**src/pct_pkg.sv**
```systemverilog
package pct_pkg;
   // counter and compare width of the auxiliary timer
   localparam int AUX_W = 16;
   // number of gated compare channels
   localparam int CH_N = 6;
   // number of trap-gated outputs: six main-timer, one second-timer
   localparam int TRAP_OUT_N = 7;
   // hall input width
   localparam int HALL_W = 3;

   // values after reset
   localparam logic [AUX_W-1:0] AUX_RST = 16'h0000;
   localparam logic [CH_N-1:0]  PAT_RST = 6'h00;
   localparam logic             BIT_RST = 1'b0;

   // switching event select codes
   localparam logic [2:0] SW_NONE   = 3'h0;
   localparam logic [2:0] SW_HALL   = 3'h1;
   localparam logic [2:0] SW_T2_PM  = 3'h2;
   localparam logic [2:0] SW_T1_OMD = 3'h3;
   localparam logic [2:0] SW_CH1_UP = 3'h4;
   localparam logic [2:0] SW_T1_PMU = 3'h5;

   // switching synchronisation select codes
   localparam logic [1:0] SYN_DIRECT = 2'h0;
   localparam logic [1:0] SYN_T2_ZM  = 2'h1;
   localparam logic [1:0] SYN_T1_ZM  = 2'h2;

   // trap state exit modes
   typedef enum logic [1:0] {
      EXIT_MAIN   = 2'b00,
      EXIT_SECOND = 2'b01,
      EXIT_NOW    = 2'b10,
      EXIT_NOW2   = 2'b11
   } pct_exit_t;

   // trap configuration group
   typedef struct packed {
      logic                  input_enable;
      logic                  flag_clear_mode;
      pct_exit_t             exit_mode;
      logic [TRAP_OUT_N-1:0] out_enable;
   } pct_trap_cfg_t;

   // multi-channel configuration group
   typedef struct packed {
      logic       multichannel_enable;
      logic [2:0] switch_event_select;
      logic [1:0] switch_sync_select;
      logic       main_strobe_enable;
      logic       second_strobe_enable;
   } pct_mcm_cfg_t;

   // events from the main and second timers
   typedef struct packed {
      logic main_timer_period_match;
      logic main_timer_zero_match;
      logic main_timer_one_match;
      logic channel_one_compare_event;
      logic count_direction;
      logic second_timer_period_match;
      logic second_timer_zero_match;
   } pct_tmr_evt_t;
endpackage

```
**src/pct_aux_channel.sv**
```systemverilog
`timescale 1ns/1ps
// auxiliary up-counter with one compare channel and shadow transfer
module pct_aux_channel (
   // clock and reset
   input  wire logic                      clock,
   input  wire logic                      reset,
   // timer clock tick and run bit
   input  wire logic                      aux_tick,
   input  wire logic                      aux_run_bit,
   // shadow values from software
   input  wire logic [pct_pkg::AUX_W-1:0] aux_period_shadow,
   input  wire logic [pct_pkg::AUX_W-1:0] aux_compare_shadow,
   // software command pulses
   input  wire logic                      shadow_enable_set,
   input  wire logic                      shadow_enable_clear,
   input  wire logic                      state_force_high,
   input  wire logic                      state_force_low,
   // timer status
   output logic      [pct_pkg::AUX_W-1:0] aux_count,
   output logic      [pct_pkg::AUX_W-1:0] aux_compare_value,
   output logic                           aux_compare_event,
   output logic                           aux_period_match,
   output logic                           aux_zero_match,
   output logic                           aux_shadow_strobe,
   output logic                           aux_shadow_enable,
   output logic                           aux_compare_state
);
   logic [pct_pkg::AUX_W-1:0] period_r;   // active period value

   // comparators
   assign aux_compare_event = (aux_count == aux_compare_value);
   assign aux_period_match  = (aux_count == period_r);
   assign aux_zero_match    = (aux_count == pct_pkg::AUX_RST);
   // transfer allowed when stopped or on an enabled period match
   assign aux_shadow_strobe = !aux_run_bit
                              || (aux_shadow_enable && aux_period_match);

   // counter: clears after period match, counts up only
   always_ff @(posedge clock)
   begin
      if (reset)
         aux_count <= pct_pkg::AUX_RST;
      else if (aux_tick && aux_run_bit)
      begin
         if (aux_period_match)
            aux_count <= pct_pkg::AUX_RST;
         else
            aux_count <= aux_count + 16'h0001;
      end
   end

   // shadow transfer on the next timer clock while the strobe is active
   always_ff @(posedge clock)
   begin
      if (reset)
      begin
         period_r          <= pct_pkg::AUX_RST;
         aux_compare_value <= pct_pkg::AUX_RST;
      end
      else if (aux_tick && aux_shadow_strobe)
      begin
         period_r          <= aux_period_shadow;
         aux_compare_value <= aux_compare_shadow;
      end
   end

   // shadow enable: write-one set and clear, self clearing at transfer
   always_ff @(posedge clock)
   begin
      if (reset)
         aux_shadow_enable <= pct_pkg::BIT_RST;
      else if (shadow_enable_set)
         aux_shadow_enable <= 1'b1;
      else if (shadow_enable_clear || (aux_tick && aux_shadow_strobe))
         aux_shadow_enable <= 1'b0;
   end

   // compare state bit; software force takes precedence
   always_ff @(posedge clock)
   begin
      if (reset)
         aux_compare_state <= pct_pkg::BIT_RST;
      else if (state_force_high)
         aux_compare_state <= 1'b1;
      else if (state_force_low)
         aux_compare_state <= 1'b0;
      else if (aux_tick && aux_run_bit)
      begin
         if (aux_compare_event)
            aux_compare_state <= 1'b1;
         else if (aux_zero_match)
            aux_compare_state <= 1'b0;
      end
   end
endmodule

```
**src/pct_sync2.sv**
```systemverilog
`timescale 1ns/1ps
// two-stage synchroniser for pin inputs
module pct_sync2 #(
   parameter int W = 1
) (
   // clock and reset
   input  wire logic         clock,
   input  wire logic         reset,
   // reset level and raw pin
   input  wire logic [W-1:0] rst_val,
   input  wire logic [W-1:0] pin,
   // synchronised level
   output logic      [W-1:0] sync
);
   logic [W-1:0] meta_r;   // first stage, read only by second stage

   // reset value is a port, so reset is synchronous and takes effect on a clock edge
   always_ff @(posedge clock)
   begin
      if (reset)
      begin
         meta_r <= rst_val;
         sync   <= rst_val;
      end
      else
      begin
         meta_r <= pin;
         sync   <= meta_r;
      end
   end
endmodule

```
**src/pct_top.sv**
```systemverilog
`timescale 1ns/1ps
module pct_top (
   // clock and reset
   input  wire logic                           clock,
   input  wire logic                           reset,
   // auxiliary timer control
   input  wire logic                           aux_tick,
   input  wire logic                           aux_run_bit,
   input  wire logic [pct_pkg::AUX_W-1:0]      aux_period_shadow,
   input  wire logic [pct_pkg::AUX_W-1:0]      aux_compare_shadow,
   input  wire logic                           shadow_enable_set,
   input  wire logic                           shadow_enable_clear,
   input  wire logic                           state_force_high,
   input  wire logic                           state_force_low,
   // auxiliary timer status
   output logic      [pct_pkg::AUX_W-1:0]      aux_count,
   output logic      [pct_pkg::AUX_W-1:0]      aux_compare_value,
   output logic                                aux_compare_event,
   output logic                                aux_period_match,
   output logic                                aux_zero_match,
   output logic                                aux_shadow_strobe,
   output logic                                aux_shadow_enable,
   output logic                                aux_compare_state,
   // trap pin and configuration
   input  wire logic                           trap_input_n,
   input  wire pct_pkg::pct_trap_cfg_t         trap_cfg,
   // software trap status commands
   input  wire logic                           trap_flag_set,
   input  wire logic                           trap_flag_clear,
   input  wire logic                           trap_state_set,
   input  wire logic                           trap_state_clear,
   // trap status and output passivation
   output logic                                trap_flag,
   output logic                                trap_state,
   output logic      [pct_pkg::TRAP_OUT_N-1:0] trap_passive,
   // events of the main and second timers
   input  wire pct_pkg::pct_tmr_evt_t          tmr_evt,
   // hall pins and expected pattern
   input  wire logic [pct_pkg::HALL_W-1:0]     hall_inputs,
   input  wire logic                           hall_sample,
   input  wire logic [pct_pkg::HALL_W-1:0]     hall_expected,
   output logic                                correct_hall_event,
   // multi-channel configuration and shadow write
   input  wire pct_pkg::pct_mcm_cfg_t          mcm_cfg,
   input  wire logic                           pattern_write,
   input  wire logic [pct_pkg::CH_N-1:0]       channel_gate_shadow_in,
   input  wire logic                           gate_transfer_request,
   input  wire logic                           pattern_flag_clear,
   // compare channel outputs before gating
   input  wire logic [pct_pkg::CH_N-1:0]       channel_compare_out,
   // multi-channel status and gated outputs
   output logic      [pct_pkg::CH_N-1:0]       channel_gate_shadow,
   output logic      [pct_pkg::CH_N-1:0]       channel_gate_pattern,
   output logic      [pct_pkg::CH_N-1:0]       channel_gated_out,
   output logic                                reminder_flag,
   output logic                                pattern_transfer_flag,
   output logic                                gate_pattern_transfer,
   output logic                                main_timer_shadow_strobe,
   output logic                                second_timer_shadow_strobe
);
   // synchronised pin levels and internal trap and pattern control signals
   logic                         trap_n_sync;   // trap input after two flops
   logic [pct_pkg::HALL_W-1:0]   hall_sync;     // hall inputs after two flops
   logic                         trap_event;    // enabled trap condition
   logic                         trap_exit_ok;  // exit condition for the trap state
   logic                         switch_event;  // selected switching event
   logic                         sync_event;    // selected synchronisation event
   logic                         hw_transfer;   // hardware-initiated transfer
   logic                         sw_pending_r;  // software request waiting
   logic                         sw_pending_nxt;
   logic                         sw_request;    // software request this cycle

   // auxiliary timer with its compare channel
   pct_aux_channel u_aux (
      .clock               (clock),
      .reset               (reset),
      .aux_tick            (aux_tick),
      .aux_run_bit         (aux_run_bit),
      .aux_period_shadow   (aux_period_shadow),
      .aux_compare_shadow  (aux_compare_shadow),
      .shadow_enable_set   (shadow_enable_set),
      .shadow_enable_clear (shadow_enable_clear),
      .state_force_high    (state_force_high),
      .state_force_low     (state_force_low),
      .aux_count           (aux_count),
      .aux_compare_value   (aux_compare_value),
      .aux_compare_event   (aux_compare_event),
      .aux_period_match    (aux_period_match),
      .aux_zero_match      (aux_zero_match),
      .aux_shadow_strobe   (aux_shadow_strobe),
      .aux_shadow_enable   (aux_shadow_enable),
      .aux_compare_state   (aux_compare_state)
   );

   // trap input idles high, so it resets to the inactive level
   pct_sync2 #(
      .W (1)
   ) u_trap_sync (
      .clock   (clock),
      .reset   (reset),
      .rst_val (1'b1),
      .pin     (trap_input_n),
      .sync    (trap_n_sync)
   );

   // hall pins cross into the module clock before comparison
   pct_sync2 #(
      .W (pct_pkg::HALL_W)
   ) u_hall_sync (
      .clock   (clock),
      .reset   (reset),
      .rst_val (3'h0),
      .pin     (hall_inputs),
      .sync    (hall_sync)
   );

   // ------------------------------------------------------------------
   // hall compare
   // ------------------------------------------------------------------

   // a sampled match with the expected pattern means the rotor advanced;
   // registered so the event is a clean one-cycle pulse
   always_ff @(posedge clock)
   begin
      if (reset)
         correct_hall_event <= pct_pkg::BIT_RST;
      else
         correct_hall_event <= hall_sample && (hall_sync == hall_expected);
   end

   // ------------------------------------------------------------------
   // trap logic
   // ------------------------------------------------------------------

   // trap condition only counts when the input is enabled
   assign trap_event = !trap_n_sync && trap_cfg.input_enable;

   // exit condition per mode; the synchronised modes wait for a period start
   always_comb
   begin
      trap_exit_ok = 1'b0;
      case (trap_cfg.exit_mode)
         pct_pkg::EXIT_MAIN:
            trap_exit_ok = !trap_flag && tmr_evt.main_timer_zero_match;
         pct_pkg::EXIT_SECOND:
            trap_exit_ok = !trap_flag && tmr_evt.second_timer_zero_match;
         pct_pkg::EXIT_NOW,
         pct_pkg::EXIT_NOW2:
            trap_exit_ok = !trap_flag;
         default:
            trap_exit_ok = 1'b0;
      endcase
   end

   // trap flag: set wins over any clear so a trap is never lost
   always_ff @(posedge clock)
   begin
      if (reset)
         trap_flag <= pct_pkg::BIT_RST;
      else if (trap_event || trap_flag_set)
         trap_flag <= 1'b1;
      else if (trap_flag_clear)
         trap_flag <= 1'b0;
      else if (!trap_cfg.flag_clear_mode && trap_n_sync)
         trap_flag <= 1'b0;
   end

   // trap state: entered on a trap event or by software set, left per exit mode or by software
   always_ff @(posedge clock)
   begin
      if (reset)
         trap_state <= pct_pkg::BIT_RST;
      else if (trap_event || trap_state_set)
         trap_state <= 1'b1;
      else if (trap_state_clear)
         trap_state <= 1'b0;
      else if (trap_exit_ok)
         trap_state <= 1'b0;
   end

   // passivation is registered so the gate driver sees no glitches
   always_ff @(posedge clock)
   begin
      if (reset)
         trap_passive <= 7'h00;
      else
         trap_passive <= trap_cfg.out_enable & {pct_pkg::TRAP_OUT_N{trap_state}};
   end

   // ------------------------------------------------------------------
   // multi-channel pattern
   // ------------------------------------------------------------------

   // switching event selection; reserved codes never trigger
   always_comb
   begin
      switch_event = 1'b0;
      case (mcm_cfg.switch_event_select)
         pct_pkg::SW_NONE:
            switch_event = 1'b0;
         pct_pkg::SW_HALL:
            switch_event = correct_hall_event;
         pct_pkg::SW_T2_PM:
            switch_event = tmr_evt.second_timer_period_match;
         pct_pkg::SW_T1_OMD:
            switch_event = tmr_evt.main_timer_one_match && tmr_evt.count_direction;
         pct_pkg::SW_CH1_UP:
            switch_event = tmr_evt.channel_one_compare_event
                           && !tmr_evt.count_direction;
         pct_pkg::SW_T1_PMU:
            switch_event = tmr_evt.main_timer_period_match
                           && !tmr_evt.count_direction;
         default:
            switch_event = 1'b0;
      endcase
   end

   // synchronisation selection; the direct mode passes at once
   always_comb
   begin
      sync_event = 1'b0;
      case (mcm_cfg.switch_sync_select)
         pct_pkg::SYN_DIRECT:
            sync_event = 1'b1;
         pct_pkg::SYN_T2_ZM:
            sync_event = tmr_evt.second_timer_zero_match;
         pct_pkg::SYN_T1_ZM:
            sync_event = tmr_evt.main_timer_zero_match;
         default:
            sync_event = 1'b0;
      endcase
   end

   // hardware transfer: pending reminder or fresh event meets the sync point;
   // in direct mode a fresh event transfers in its own cycle
   assign hw_transfer = mcm_cfg.multichannel_enable && sync_event
                        && (reminder_flag || switch_event);

   // a software request rides the same sync path as a hardware event
   assign sw_request = sw_pending_r && sync_event;

   // the transfer pulse, also used by the timer strobes
   assign gate_pattern_transfer = hw_transfer || sw_request;

   // software request is remembered until its sync point arrives
   always_comb
   begin
      sw_pending_nxt = sw_pending_r;
      if (pattern_write && gate_transfer_request)
         sw_pending_nxt = 1'b1;
      else if (sw_request)
         sw_pending_nxt = 1'b0;
   end

   // pending software request register
   always_ff @(posedge clock)
   begin
      if (reset)
         sw_pending_r <= pct_pkg::BIT_RST;
      else
         sw_pending_r <= sw_pending_nxt;
   end

   // reminder flag: event sets it, transfer or disable clears it;
   // a new event in the transfer cycle wins, unless it was consumed directly
   always_ff @(posedge clock)
   begin
      if (reset)
         reminder_flag <= pct_pkg::BIT_RST;
      else if (!mcm_cfg.multichannel_enable)
         reminder_flag <= 1'b0;
      else if (switch_event && !(sync_event && !reminder_flag))
         reminder_flag <= 1'b1;
      else if (gate_pattern_transfer)
         reminder_flag <= 1'b0;
   end

   // shadow pattern written by software
   always_ff @(posedge clock)
   begin
      if (reset)
         channel_gate_shadow <= pct_pkg::PAT_RST;
      else if (pattern_write)
         channel_gate_shadow <= channel_gate_shadow_in;
   end

   // active pattern; a write in the transfer cycle loads next time,
   // because the old shadow content is what gets copied
   always_ff @(posedge clock)
   begin
      if (reset)
         channel_gate_pattern <= pct_pkg::PAT_RST;
      else if (gate_pattern_transfer)
         channel_gate_pattern <= channel_gate_shadow;
   end

   // sticky transfer flag; a transfer wins over a software clear
   always_ff @(posedge clock)
   begin
      if (reset)
         pattern_transfer_flag <= pct_pkg::BIT_RST;
      else if (gate_pattern_transfer)
         pattern_transfer_flag <= 1'b1;
      else if (pattern_flag_clear)
         pattern_transfer_flag <= 1'b0;
   end

   // timer shadow strobes accompany the pattern transfer when enabled
   always_ff @(posedge clock)
   begin
      if (reset)
      begin
         main_timer_shadow_strobe   <= pct_pkg::BIT_RST;
         second_timer_shadow_strobe <= pct_pkg::BIT_RST;
      end
      else
      begin
         main_timer_shadow_strobe   <= gate_pattern_transfer
                                       && mcm_cfg.main_strobe_enable;
         second_timer_shadow_strobe <= gate_pattern_transfer
                                       && mcm_cfg.second_strobe_enable;
      end
   end

   // per-channel gating; disabled mode passes every channel through
   genvar gi;
   generate
      for (gi = 0; gi < pct_pkg::CH_N; gi++)
      begin : g_gate
         always_ff @(posedge clock)
         begin
            if (reset)
               channel_gated_out[gi] <= 1'b0;
            else if (mcm_cfg.multichannel_enable)
               channel_gated_out[gi] <= channel_compare_out[gi]
                                        && channel_gate_pattern[gi];
            else
               channel_gated_out[gi] <= channel_compare_out[gi];
         end
      end
   endgenerate
endmodule

```
**config.mk**
```make
export PLATFORM = sky130hd
export DESIGN_NAME = pct_top
export DESIGN_NICKNAME = d
export VERILOG_FILES = /design/src/pct_pkg.sv /design/src/pct_aux_channel.sv /design/src/pct_sync2.sv /design/src/pct_top.sv
export SDC_FILE = /design/constraint.sdc
export NUM_CORES = 1
export LEC_CHECK = 0
export ABC_AREA = 0
export BUFFER_PORTS_ARGS = -buffer_cell sky130_fd_sc_hd__buf_2
export CORE_ASPECT_RATIO = 0.5
export CORE_MARGIN = 1.5
export CORE_UTILIZATION = 49
export CTS_BUF_LIST = sky130_fd_sc_hd__clkbuf_16
export DETAILED_ROUTE_END_ITERATION = 10
export PLACE_DENSITY = 0.92
export SLEW_MARGIN = 10
export SYNTH_ARGS = -nofsm -noshare
export SYNTH_HDL_FRONTEND = slang
export SYNTH_SLANG_ARGS = --single-unit
```
**constraint.sdc**
```tcl
create_clock -name clock -period 2.4 [get_ports clock]
set_clock_uncertainty 0.1 [all_clocks]
set_input_delay 0.24 -clock clock [delete_from_list [all_inputs] [get_ports clock]]
set_output_delay 0.24 -clock clock [all_outputs]
set_load 0.01 [all_outputs]
```
After elaboration in Yosys (flattened, before gate mapping)

Index checks and enable logic that the tools add are counted.

Output and inout port bits: 71
Input bits: 93
Logic and storage cells: 123
Register bits after elaboration: 91

Bitwise gates (word level): 2
Add/sub/neg operators: 1
Reduce and logical (&&, ||, !) cells: 52
Mux-type cells: 29
Eq/ne operators: 13

Operator list:

| operator              | count |
|---|---|
| $eq 16x16->1          | 2 |
| $logic_and 1x1->1     | 25 |
| $mux 1                | 25 |
| $add 16x1->16 const B | 1 |
| $logic_not 16->1      | 1 |
| $mux 16               | 1 |
| $reduce_bool 3->1     | 3 |
| $reduce_bool 2->1     | 4 |
| $and 7x7->7           | 1 |
| $logic_not 1->1       | 7 |
| $eq 2x2->1 const B    | 3 |
| $eq 3x2->1 const B    | 2 |
| $eq 3x3->1 const B    | 2 |
| $logic_or 1x1->1      | 6 |
| $pmux 1 s3            | 2 |
| $pmux 1 s5            | 1 |
| $eq 2x1->1 const B    | 2 |
| $logic_not 2->1       | 2 |
| $reduce_bool 4->1     | 1 |
| $reduce_or 2->1       | 2 |
| $eq 3x1->1 const B    | 1 |
| $eq 3x3->1            | 1 |
| $reduce_and 2->1      | 1 |
| $not 1->1             | 1 |

Depth between registers and ports, before layout

Gate-level depths: netlist (run 1).

Depth in word-level cells: 8
Gate-level depth with buffers: 8
Depth with buffers taken out: 7

Hierarchy

A second synthesis (run 1) with hierarchy kept.

Cells, all modules: 448
Area total of the unflattened synthesis: 4299.1 um^2

Modules (own cells, without submodules):

| module                  | sequential area each (um^2) | area an instance (um^2) | cells each | times used |
|---|---|---|---|---|
| pct_aux_channel         | 1001.0                      | 2690.1                  | 300        | 1 |
| pct_top                 | 660.6                       | 1325.0                  | 131        | 1 |
| pct_sync2 (u_hall_sync) | 120.1                       | 221.5                   | 13         | 1 |
| pct_sync2 (u_trap_sync) | 40.0                        | 62.6                    | 4          | 1 |

Worst setup path after synthesis (run 1)

Ideal clock, no wire load.

Path type: register to register
Start point: register u_aux.aux_count[4] in the netlist's numbering
End point: register u_aux.aux_compare_value[10] in the netlist's numbering
Period minus slack after synthesis: 2.014 ns
Path buffers: 3
Cell stages (with the launch flop): 9
Library setup time: 0.072 ns
Path slack: 0.386 ns
Data arrival time: 1.842 ns
Cells stage by stage: dfxtp_1 -> clkbuf_1 -> xnor2_1 -> nand4_1 -> nor4_4 -> a22o_1 -> buf_6 -> buf_12 -> mux2i_1

Cells in the longest elaborated chain, start to end: 4

RTL lines:

| element                | RTL line              | text |
|---|---|---|
| from (decl)            | pct_aux_channel.sv:19 | `output logic [pct_pkg::AUX_W-1:0] aux_count,` |
| from (signal assigned) | pct_aux_channel.sv:42 | `aux_count <= pct_pkg::AUX_RST;` |
| from (signal assigned) | pct_aux_channel.sv:46 | `aux_count <= pct_pkg::AUX_RST;` |
| from (signal assigned) | pct_aux_channel.sv:48 | `aux_count <= aux_count + 16'h0001;` |
| $eq 16x16->1           | pct_aux_channel.sv:32 | `assign aux_period_match = (aux_count == period_r);` |
| net aux_period_match   | pct_top.sv:19         | `output logic aux_period_match,` |
| $logic_and 1x1->1      | pct_aux_channel.sv:36 | `\|\| (aux_shadow_enable && aux_period_match);` |
| $logic_or 1x1->1       | pct_aux_channel.sv:36 |  |
| $logic_and 1x1->1      | pct_aux_channel.sv:60 | `else if (aux_tick && aux_shadow_strobe)` |
| to (signal assigned)   | pct_aux_channel.sv:58 | `aux_compare_value <= pct_pkg::AUX_RST;` |
| to (signal assigned)   | pct_aux_channel.sv:63 | `aux_compare_value <= aux_compare_shadow;` |
| to (decl)              | pct_aux_channel.sv:20 | `output logic [pct_pkg::AUX_W-1:0] aux_compare_value,` |

The timed path passes the listed nets, and every way through them passes these cells.
A chain may end at the register's enable or synchronous reset.

Worst setup path after layout (run 1)

Start point: register u_aux.aux_count[9] in the netlist's numbering
End point: output port aux_shadow_strobe

Cells in the longest elaborated chain, start to end: 3

RTL lines:

| element           | RTL line              | text |
|---|---|---|
| $eq 16x16->1      | pct_aux_channel.sv:32 |  |
| $logic_and 1x1->1 | pct_aux_channel.sv:36 |  |
| $logic_or 1x1->1  | pct_aux_channel.sv:36 |  |
| to (decl)         | pct_top.sv:21         | `output logic aux_shadow_strobe,` |

No other way between the ends.

==> impl_metrics.py, run 1 <==
metrics = {
    "worst_hold_path": {
        "min_from": "trap_cfg[6]",
        "hold_path_depth": 2,
        "min_to": "trap_passive[6]$_SDFF_PP0_",
        "hp-class": "input pin to flip-flop",
    },
    "yosys": {
        "seq_area_frac_synth_pct": 44.0,
        "yosysMostFrequentCell": "dfxtp_1",
        "yosys_most_used_dff": "dfxtp_1",
        "ys.warnings.count": 0,
        "synthSimpleGateAreaFrac_pct": 22.0,
        "synthDistinctLibCells": 44,
        "synth_area_leaders": "dfxtp_1 44%, mux2i_1 11%, nand2_1 7.9%, xnor2_1 7.2%, nor2_1 2.6%",
        "ys_seq_elements": 91,
        "postSynthAreaPerCell_um2": 9.33,
        "synth.net_count": 539,
        "synth.top_cell.area_share_pct": 44.0,
        "synth_area_um2": 4140,
        "synth.top_cells.by_count": "91 x dfxtp_1, 87 x nand2_1, 44 x mux2i_1, 34 x xnor2_1, 29 x nor2_1",
        "async_flop_share_pct": 0,
        "synth_top_family_by_area": "simple AND/OR/NAND/NOR gates",
        "synth_compound_area_share_pct": 3.41,
        "synth_mux_area_share_pct": 10.9,
        "synth-edff-count": 0,
        "synthAdderAreaFrac_pct": 0.846,
        "synthXorXnorAreaFrac_pct": 12.1,
        "yosys.area.top_type": "dfxtp_1",
        "postSynthCellCount": 444,
    },
    "clock_tree": {
        "post_cts_buffers": 0,
        "cts_buffers": 9,
        "h-tree-depth": 3,
        "clock-sinks": 91,
        "clock_path_buffers": 2,
        "cts_tree": "yes",
        "clockRootBuffer": "clkbuf_16",
        "clock_latency_ns": 0.34,
        "clk_pin_slew_ns": 0.06,
    },
    "detailed_routing": {
        "vias": 3537,
        "postRouteAntennaNets": 0,
        "wirelength_um": 10400,
        "drc": 0,
        "first_iter_violations": 187,
        "wl_per_cell_um": 14.4,
        "via_per_inst": 4.92,
        "firstDrtPassIters": 4,
    },
    "setup_path": {
        "reg2reg_depth": 6,
        "crit_chain": "xnor2_4, nand4_2, nor4_4, nand2_1, nand2_1, buf_2",
        "worstPathRequired_ns": 2.06,
        "critical_path.slowest_cell": "dfxtp_1",
        "cp_common_cell": "nand2_1",
        "crit_path_max_fanout": 6,
        "reg2reg_slack_ns": 0.27,
        "cp.arrival_ns": 1.97,
        "crit_path_max_incr_delay_ns": 0.58,
        "r2r-end": "u_aux.aux_compare_value[8]$_SDFFE_PP0P_",
        "crit_type": "flip-flop to output pin",
        "end_kind": "output pin",
        "cp-start-kind": "flip-flop",
        "r2r-start": "u_aux.aux_count[9]$_SDFFE_PP0P_",
    },
    "sta": {
        "report.final.slew_viol_count": 0,
        "rsz0062_at_grt": "false",
        "slew_headroom_pct": 59.4,
        "final-hold-violation-count": 0,
        "setup_tns_ns": 0,
        "finalCritPeriodShare_pct": 96.3,
        "max_clock_freq_mhz": 433,
        "worst_pin_slew_ns": 0.605,
        "min_period_ns": 2.31,
        "setup_viol": 0,
    },
    "global_route": {
        "grt_max_degree": 87,
        "grt_util_all_layers_pct": 23.1,
        "grt_pass1_vias": 3304,
        "grt_pass1_wl_um": 15900,
        "antenna_found_initial": 0,
        "overflow": 0,
    },
    "power_and_ir_drop": {
        "p_sw_uw": 879,
        "power_frac_comb_pct": 13.5,
        "swShare_pct": 25.2,
        "internal_power_mw": 2.62,
        "power_leakage_nw": 2.44,
        "p_seq_share_pct": 46.7,
        "powerDensity_nw_per_um2": 655,
        "power_mw": 3.49,
        "ir_drop_uv": 431,
        "clock_power_share_pct": 39.7,
    },
    "cells_and_area": {
        "antenna_cells": 0,
        "fin_area_um2": 5330,
        "drive_gt1_share_pct": 33.1,
        "layout.cells.non_filler": 719,
        "regArea_um2": 1820,
        "area_growth_syn_to_layout_pct": 28.7,
        "multi_input_area_um2": 2050,
        "fill_cells": 605,
        "nets": 697,
    },
    "floorplan": {
        "die_area_um2": 9050,
        "start_util_pct": 51.2,
        "ios": 164,
        "core_um2": 8090,
        "dieHeight_um": 68.0,
        "die_x_um": 133,
        "rows": 23,
    },
    "place": {
        "dp.cells": 695,
        "dpl_cell_area_um2": 4960,
        "gp_congestion": 0.910,
        "io_buffers": 163,
        "dpl.hpwl_um": 7830,
    },
    "outcome": {
        "status": "completed",
    },
    "run": {
        "cap_violations": 0,
    },
}
-- registers in the layout (all words and copies together), names as in the netlist, 3 cells and up --
register,cells
trap_passive,7
channel_gate_pattern,6
channel_gated_out,6
u_hall_sync.sync,3
u_aux.period_r,16
u_aux.aux_compare_value,16
channel_gate_shadow,6
u_hall_sync.meta_r,3
u_aux.aux_count,16
-- power groups by stage --
stage                     logic (mW)  registers (mW)  clock network (mW)
after global routing           0.512            1.64                1.48
after global placement         0.446            1.66                   0
after detailed placement       0.461            1.67                   0
after CTS                      0.472            1.63                1.42
final                          0.473            1.63                1.39
after floorplan                0.268            1.67                   0
-- area by class of cell --
type                       instances  share of cell area (%)
inverter                          11                   0.774
sequential                        91                    34.2
tap                              112                    2.63
timing repair buffer             180                    18.5
multi-input combinational        309                    38.4
clock buffer                       9                    4.22
clock inverter                     7                    1.27
-- repair_timing --
action                     4_1_cts  5_1_grt
hold buffers                     7        1
hold endpoints to repair         7        1
setup endpoints to repair        0        1
gates resized for setup          0        1
-- cells in the final DEF (no fill, tap or decap), drive strengths merged, types with 3 or more instances in the layout --
| cell | instances |
|---|---|
| nor4 | 6 |
| nand2b | 9 |
| xor2 | 12 |
| nor2b | 10 |
| buf | 172 |
| inv | 12 |
| and2 | 9 |
| nor3 | 3 |
| nand4 | 14 |
| clkbuf | 9 |
| nor2 | 29 |
| nand2 | 87 |
| dfxtp | 91 |
| a21oi | 7 |
| nand3 | 6 |
| xnor2 | 38 |
| mux2i | 44 |
| dlygate4sd3 | 8 |
| clkinv | 3 |
| o21ai | 5 |
| and3 | 9 |
-- worst max-delay path: cells and delay by family, from the launching register on --
kind,cells,cell delay (ns)
and+or+nand+nor,4,0.76
DFF,1,0.58
xor gates and xnor gates,1,0.17
buffers and inverters,1,0.12
-- through the flow --
| stage | setup WS [ns] | hold slack (ns) | util, % |
|---|---|---|---|
| floorplan | 0.386 | 0.244 | - |
| global placement | 0.425 | 0.295 | 61.3 |
| detailed placement | 0.283 | 0.297 | 61.3 |
| CTS | 0.0746 | 0.00114 | 65.8 |
| global route | 0.0216 | 0.00962 | 65.9 |
| finish | 0.0882 | 0.00985 | 65.9 |
-- how the worst max path moves through the flow --
stage,depth (start not counted),to,slack [ns],from
after CTS,6,aux_shadow_strobe,0.07,u_aux.aux_count[8]$_SDFFE_PP0P_
after detailed placement,6,u_aux.period_r[8]$_SDFFE_PP0P_,0.28,u_aux.aux_count[8]$_SDFFE_PP0P_
after floorplan,8,u_aux.aux_compare_value[10]$_SDFFE_PP0P_,0.39,u_aux.aux_count[4]$_SDFFE_PP0P_
after global placement,6,u_aux.aux_compare_value[15]$_SDFFE_PP0P_,0.43,u_aux.aux_count[8]$_SDFFE_PP0P_
after global routing,6,aux_shadow_strobe,0.02,u_aux.aux_count[9]$_SDFFE_PP0P_
final,6,aux_shadow_strobe,0.09,u_aux.aux_count[9]$_SDFFE_PP0P_
-- kinds of logic (layout without fill, tap and decap cells) --
group,Yosys count,count (layout)
AND/OR/NAND/NOR,189,189
AO/OA/AOI/OAI,22,22
buffers and inverters,44,207
flip-flops,91,91
multiplexers,45,45
adder cells (fa/ha/maj),3,3
XOR/XNOR,50,50
-- routing by layer --
metal	GRT usage (%)	vias to the layer above	routed length (um)
met5	0	-	0
met4	8.10	0	164
met3	7.19	17	703
met2	41.3	115	5060
met1	27.0	1640	4450
li1	-	1765	-
(Power assumes the default switching activity.)
==> inputs of run 2 (changes only) <==
Settings changed: CORE_UTILIZATION 49 to 51, CTS_BUF_LIST sky130_fd_sc_hd__clkbuf_16 to sky130_fd_sc_hd__clkbuf_4 sky130_fd_sc_hd__clkbuf_8, PLACE_DENSITY 0.92 to 0.94, SYNTH_HIERARCHICAL set to 1.
==> run 2 against run 1 <==
Hold slack better by 0.010 ns. Combinational power up 6.1%. Total power fell by 11%. First-iteration DRC count grew 63%. Die area decreased by 0.28%. Final cell count is 2.9% higher. Flip-flop and latch count unchanged. Sequential power about the same. Largest cell class unchanged.
==> impl_metrics.py, run 2 <==
metrics = {
    "sta": {
        "max_clock_freq_mhz": 430,
        "whs_ns": 0.0203,
        "min_period_ns": 2.33,
        "worst_pin_slew_ns": 0.573,
        "report.final.slew_viol_count": 0,
        "setup_viol": 0,
        "slew_headroom_pct": 61.8,
        "finalCritPeriodShare_pct": 97.0,
        "setup_tns_ns": 0,
        "final-hold-violation-count": 0,
        "rsz0062_at_grt": "false",
    },
    "setup_path": {
        "crit_type": "flip-flop to output pin",
        "crit_family": "simple AND/OR/NAND/NOR gates",
        "crit_path_max_fanout": 7,
        "end_kind": "output pin",
        "startpoint": "u_aux/aux_count[10]$_SDFFE_PP0P_",
        "cp-start-kind": "flip-flop",
        "crit_path_max_incr_delay_ns": 0.50,
        "crit_chain": "buf_4, xnor2_1, nand4_1, nor4_1, buf_2",
        "crit_buf_inv": 2,
        "r2r-start": "u_aux/aux_count[6]$_SDFFE_PP0P_",
        "worstPathRequired_ns": 2.06,
        "reg2reg_slack_ns": 0.32,
        "r2r-end": "u_aux/aux_compare_value[11]$_SDFFE_PP0P_",
        "critical_path.slowest_cell": "nor4_1",
        "reg2reg_depth": 6,
        "cp.arrival_ns": 1.99,
    },
    "floorplan": {
        "dieHeight_um": 67.9,
        "die_area_um2": 9020,
        "ios": 164,
        "core_um2": 8090,
        "die_x_um": 133,
        "rows": 23,
        "start_util_pct": 53.2,
    },
    "clock_tree": {
        "clockRootBuffer": "clkbuf_8",
        "clock-sinks": 91,
        "clk_pin_slew_ns": 0.08,
        "post_cts_buffers": 0,
        "cts_buffers": 9,
        "h-tree-depth": 3,
        "clock_latency_ns": 0.36,
        "cts_tree": "yes",
        "clock_path_buffers": 2,
    },
    "yosys": {
        "synth.top_cells.by_count": "91 x dfxtp_1, 76 x nand2_1, 44 x mux2i_1, 41 x xnor2_1, 32 x nor2_1",
        "ys_seq_elements": 91,
        "postSynthAreaPerCell_um2": 9.60,
        "yosys_most_used_dff": "dfxtp_1",
        "synthDistinctLibCells": 48,
        "yosysMostFrequentCell": "dfxtp_1",
        "postSynthCellCount": 448,
        "ys.warnings.count": 6,
        "seq_area_frac_synth_pct": 42.4,
        "synth.top_cell.area_share_pct": 42.4,
        "async_flop_share_pct": 0,
        "synth_area_um2": 4300,
        "yosys.area.top_type": "dfxtp_1",
        "synth-edff-count": 0,
        "synth_area_leaders": "dfxtp_1 42%, mux2i_1 10%, xnor2_1 8.4%, nand2_1 6.6%, nor2_1 2.8%",
    },
    "cells_and_area": {
        "drive_gt1_share_pct": 34.9,
        "final_common_cell": "buf_2",
        "reg.largest.list": "u_aux/aux_compare_value (16), u_aux/aux_count (16), u_aux/period_r (16)",
        "fill_cells": 598,
        "area_growth_syn_to_layout_pct": 27.6,
        "final_cell_mix": "163 x buf_2, 89 x dfxtp_1, 76 x nand2_1",
        "nets": 718,
        "fin_util_pct": 67.8,
        "antenna_cells": 0,
    },
    "outcome": {
        "status": "completed",
    },
    "worst_hold_path": {
        "min_to": "channel_gate_shadow[5]$_SDFFE_PP0P_",
        "hp-class": "input pin to flip-flop",
        "min_from": "channel_gate_shadow_in[5]",
        "hold_path_depth": 3,
    },
    "global_route": {
        "grt_pass1_wl_um": 16100,
        "antenna_found_initial": 0,
        "grt_pass1_vias": 3363,
        "grt_util_all_layers_pct": 23.2,
        "overflow": 0,
        "grt_max_degree": 66,
    },
    "detailed_routing": {
        "wl_per_cell_um": 14.9,
        "postRouteAntennaNets": 0,
        "vias": 3764,
        "wirelength_um": 11000,
        "drc": 0,
        "via_per_inst": 5.09,
        "first_iter_violations": 304,
        "firstDrtPassIters": 5,
    },
    "run": {
        "cap_violations": 0,
    },
    "power_and_ir_drop": {
        "powerDensity_nw_per_um2": 567,
        "ir_drop_uv": 265,
        "power_mw": 3.11,
        "power_leakage_nw": 2.45,
    },
    "place": {
        "io_buffers": 163,
        "gp_congestion": 0.949,
        "dpl.hpwl_um": 8200,
    },
}
-- run 2: cell types whose count changed after synthesis, moves of 3 or more --
cell,before,now
nor2_1,29,32
mux2_4,0,6
xor2_1,12,5
nand2b_1,9,16
nand4_1,13,9
nand2_1,87,76
xnor2_1,34,41
and3_1,9,2
nor3b_1,2,9
-- run 2: how the worst max path moves through the flow --
stage	to	slack, ns	cells after the start
finish	aux_compare_event	0.07	5
global route	aux_shadow_strobe	0.009	6
CTS	aux_compare_event	0.09	4
detailed placement	u_aux/aux_compare_value[11]$_SDFFE_PP0P_	0.32	6
global placement	u_aux/aux_compare_value[14]$_SDFFE_PP0P_	0.41	6
floorplan	u_aux/aux_compare_value[0]$_SDFFE_PP0P_	0.42	8
-- run 2: power by group --
part	switching, mW	total [mW]	internal, mW	leakage [nW]
clock	0.515	0.971	0.456	0.0887
sequential	0.0575	1.64	1.58	0.746
combinational	0.244	0.502	0.258	1.61
-- run 2: worst min-delay path, cell delays in order --
cell	delay (ns)
buf_2	0.08
mux2i_1	0.05
nor2_1	0.07
-- run 2: cells by family after synthesis --
family	share of synthesized area (%)
xor+xnor	11.7
buf+inv	6.46
fa+ha+maj	0.844
simple gates	22.1
mux	13.1
compound gates	3.26
flops	42.4
other cells	0.175
-- run 2: timing repair --
action / in CTS / in global routing
setup endpoints to repair: 0 / 2
hold buffers: 14 / 0
endpoints found under the hold margin: 14 / 0
resized for setup: 0 / 2
-- run 2: per-stage QoR --
| step | cell area, um^2 | cells | setup slack, ns |
|---|---|---|---|
| after CTS | 5480 | 740 | 0.0858 |
| after global placement | 5150 | 710 | 0.412 |
| final | 5490 | 740 | 0.0718 |
| after global routing | 5490 | 740 | 0.00897 |
| after detailed placement | 5150 | 710 | 0.317 |
| after floorplan | 4320 | 454 | 0.416 |
-- run 2: cell type report --
class / instances / area [um^2] / share of cell area (%)
Timing Repair Buffer: 189 / 1060 / 19.3
Clock buffer: 13 / 166 / 3.03
Inverter: 12 / 50.0 / 0.912
Multi-Input combinational cell: 320 / 2220 / 40.5
Sequential cell: 91 / 1820 / 33.3
Clock inverter: 3 / 22.5 / 0.411
Tap cell: 112 / 140 / 2.55
-- run 2: metal layers --
metal,global-route usage [%],up-vias,part of all wire [%]
li1,-,1808,-
met2,43.4,164,50
met3,5.56,32,6.8
met5,0,-,0
met4,10.3,0,2.3
met1,26.1,1760,41
==> inputs of run 3 (changes only) <==
Settings changed: ABC_AREA 0 to 1, CORE_UTILIZATION 51 to 52.
==> run 3 against run 2 <==
Flip-flop and latch count did not move. Critical path depth rose by 4. Global-route usage rose by 2.9 points. Combinational power rose by 14%. Hold slack got worse by 0.011 ns. Synthesized cell count rose by 33%.
==> impl_metrics.py, run 3 <==
metrics = {
    "sta": {
        "min_period_ns": 2.31,
        "max_clock_freq_mhz": 432,
        "setup_viol": 0,
        "final-hold-violation-count": 0,
        "setup_tns_ns": 0,
        "worst_pin_slew_ns": 0.553,
        "report.final.slew_viol_count": 0,
        "finalCritPeriodShare_pct": 96.4,
        "rsz0062_at_grt": "false",
        "slew_headroom_pct": 63.1,
    },
    "setup_path": {
        "crit_path_max_fanout": 16,
        "cp_common_cell": "nand2_1",
        "critical_path.slowest_cell": "dfxtp_1",
        "crit_chain": "inv_2, nand2_1, nand2_1, nor2_1, nand2_1, nor2_2, nand3_2, nand2_4, buf_2",
        "crit_buf_inv": 2,
        "cp-start-kind": "flip-flop",
        "crit_path_max_incr_delay_ns": 0.55,
        "crit_type": "flip-flop to output pin",
        "end_kind": "output pin",
        "crit_family": "simple AND/OR/NAND/NOR gates",
        "worstPathRequired_ns": 2.06,
        "cp.arrival_ns": 1.97,
    },
    "global_route": {
        "grt_util_all_layers_pct": 26.1,
        "grt_max_degree": 46,
        "overflow": 0,
        "grt_pass1_vias": 4180,
        "grt_pass1_wl_um": 19500,
        "antenna_found_initial": 0,
    },
    "detailed_routing": {
        "routed-wl-met2_um": 5900,
        "via_per_inst": 5.03,
        "wl_per_cell_um": 13.6,
        "firstDrtPassIters": 5,
        "first_iter_violations": 269,
        "m1WireLength_um": 5220,
        "route.met3.wl_um": 711,
        "vias": 4471,
        "drc": 0,
        "postRouteAntennaNets": 0,
        "maxUsedRoutingLayer": "met4",
        "wirelength_um": 12100,
    },
    "clock_tree": {
        "clock-sinks": 91,
        "clock_latency_ns": 0.37,
        "post_cts_buffers": 0,
        "clock_path_buffers": 2,
        "clockRootBuffer": "clkbuf_8",
        "cts_tree": "yes",
        "cts_buffers": 9,
        "h-tree-depth": 3,
        "clk_pin_slew_ns": 0.08,
    },
    "yosys": {
        "seq_area_frac_synth_pct": 40.2,
        "yosysMostFrequentCell": "nand2_1",
        "postSynthAreaPerCell_um2": 7.62,
        "ys.warnings.count": 6,
        "synth.top_cells.by_count": "147 x nand2_1, 91 x dfxtp_1, 58 x nor2_1, 54 x inv_1, 37 x a21oi_1",
        "postSynthCellCount": 595,
        "async_flop_share_pct": 0,
        "synthDistinctLibCells": 38,
        "yosys.area.top_type": "dfxtp_1",
        "yosys_most_used_dff": "dfxtp_1",
        "synth-edff-count": 0,
        "synth.top_cell.area_share_pct": 40.2,
        "ys_seq_elements": 91,
        "synth_area_leaders": "dfxtp_1 40%, nand2_1 12%, nand3_2 5.3%, nor2_1 4.8%, inv_1 4.5%",
        "synth_area_um2": 4540,
    },
    "run": {
        "cap_violations": 0,
    },
    "floorplan": {
        "die_area_um2": 9330,
        "die_x_um": 135,
        "core_um2": 8230,
        "dieHeight_um": 69.1,
        "rows": 23,
        "start_util_pct": 55.1,
        "ios": 164,
    },
    "cells_and_area": {
        "antenna_cells": 0,
        "fin_area_um2": 5770,
        "final_cell_mix": "163 x buf_2, 147 x nand2_1, 89 x dfxtp_1",
        "fill_cells": 647,
        "drive_gt1_share_pct": 35.5,
        "area_growth_syn_to_layout_pct": 27.2,
        "fin_util_pct": 70.1,
        "multi_input_area_um2": 2260,
        "nets": 867,
        "final_common_cell": "buf_2",
        "regArea_um2": 1820,
        "layout.cells.non_filler": 889,
        "reg.largest.list": "u_aux/aux_compare_value (16), u_aux/aux_count (16), u_aux/period_r (16)",
    },
    "place": {
        "dp.cells": 852,
        "gp_congestion": 0.851,
        "dpl_cell_area_um2": 5330,
        "dpl.hpwl_um": 8750,
        "io_buffers": 163,
    },
    "power_and_ir_drop": {
        "powerDensity_nw_per_um2": 590,
        "ir_drop_uv": 363,
        "power_leakage_nw": 2.82,
    },
    "outcome": {
        "status": "completed",
    },
    "worst_hold_path": {
        "hp-class": "input pin to flip-flop",
    },
}
-- run 3: changes by cell type in the layout (fill, tap and decap cells not counted), moves of 26 or more --
| cell | change |
|---|---|
| a21oi_1 | +29 |
| inv_1 | +44 |
| mux2i_1 | -44 |
| nand2_1 | +71 |
| nor2_1 | +26 |
| xnor2_1 | -28 |
-- run 3: where the power goes --
| group | internal [mW] | switching [mW] | total, mW |
|---|---|---|---|
| Sequential | 1.59 | 0.0611 | 1.65 |
| Combinational | 0.249 | 0.325 | 0.574 |
| Clock | 0.654 | 0.532 | 1.19 |
-- run 3: layer usage --
metal / up-vias / track usage, %
met2: 161 / 44.5
met3: 24 / 7.14
met4: 0 / 8.12
li1: 2241 / -
met1: 2045 / 32.0
met5: - / 0
-- run 3: stage by stage --
| step | hold slack, ns | setup WS [ns] | power (mW) |
|---|---|---|---|
| floorplan | 0.209 | 0.670 | 2.03 |
| global placement | 0.301 | 0.298 | 2.20 |
| detailed placement | 0.316 | 0.211 | 2.22 |
| CTS | 0.000740 | 0.0835 | 3.42 |
| global route | 0.00831 | 0.00964 | 3.56 |
| finish | 0.00971 | 0.0875 | 3.41 |
-- run 3: layout make-up --
type                       instances  area share (%)
timing repair buffer             189            18.6
multi-input combinational        418            39.2
inverter                          63            4.10
tap                              112            2.43
clock inverter                     4            1.26
clock buffer                      12            2.75
sequential                        91            31.6
-- run 3: worst reg2reg max path, stage by stage (launching register included) --
cell	delay [ns]
dfxtp_1	0.55
inv_2	0.09
nand2_1	0.09
nand2_1	0.05
nor2_1	0.09
nand2_1	0.09
nor2_2	0.15
nand3_2	0.11
nand2_4	0.21
nand2_4	0.33
nand2_2	0.19
a21oi_2	0.06
-- run 3: worst paths after layout --
| check | cells past startpoint | from | slack [ns] | to |
|---|---|---|---|---|
| max | 9 | u_aux/aux_count[2]$_SDFFE_PP0P_ | 0.09 | aux_shadow_strobe |
| min | 3 | channel_gate_shadow_in[2] | 0.01 | channel_gate_shadow[2]$_SDFFE_PP0P_ |
| max reg2reg | 11 | u_aux/aux_count[2]$_SDFFE_PP0P_ | 0.18 | u_aux/aux_compare_value[2]$_SDFFE_PP0P_ |
| min reg2reg | 2 | u_hall_sync/meta_r[1]$_DFF_P_ | 0.33 | u_hall_sync/sync[1]$_DFF_P_ |
-- run 3: cell families (layout without fill, tap and decap cells) --
family | Yosys count | in the layout | share of synthesized area [%]
XOR/XNOR | 22 | 22 | 4.25
AO/OA/AOI/OAI | 77 | 77 | 10.8
AND/OR/NAND/NOR | 313 | 313 | 34.0
adder cells (fa/ha/maj) | 2 | 2 | 0.551
buffers and inverters | 88 | 268 | 10.1
flip-flops | 91 | 91 | 40.2
other | 2 | 4 | 0.166
-- run 3: repair_timing --
| item | in CTS | in global routing |
|---|---|---|
| hold buffers | 21 | 0 |
| setup endpoints to repair | 0 | 1 |
| endpoints found under the hold margin | 21 | 0 |
| resized for setup | 0 | 2 |
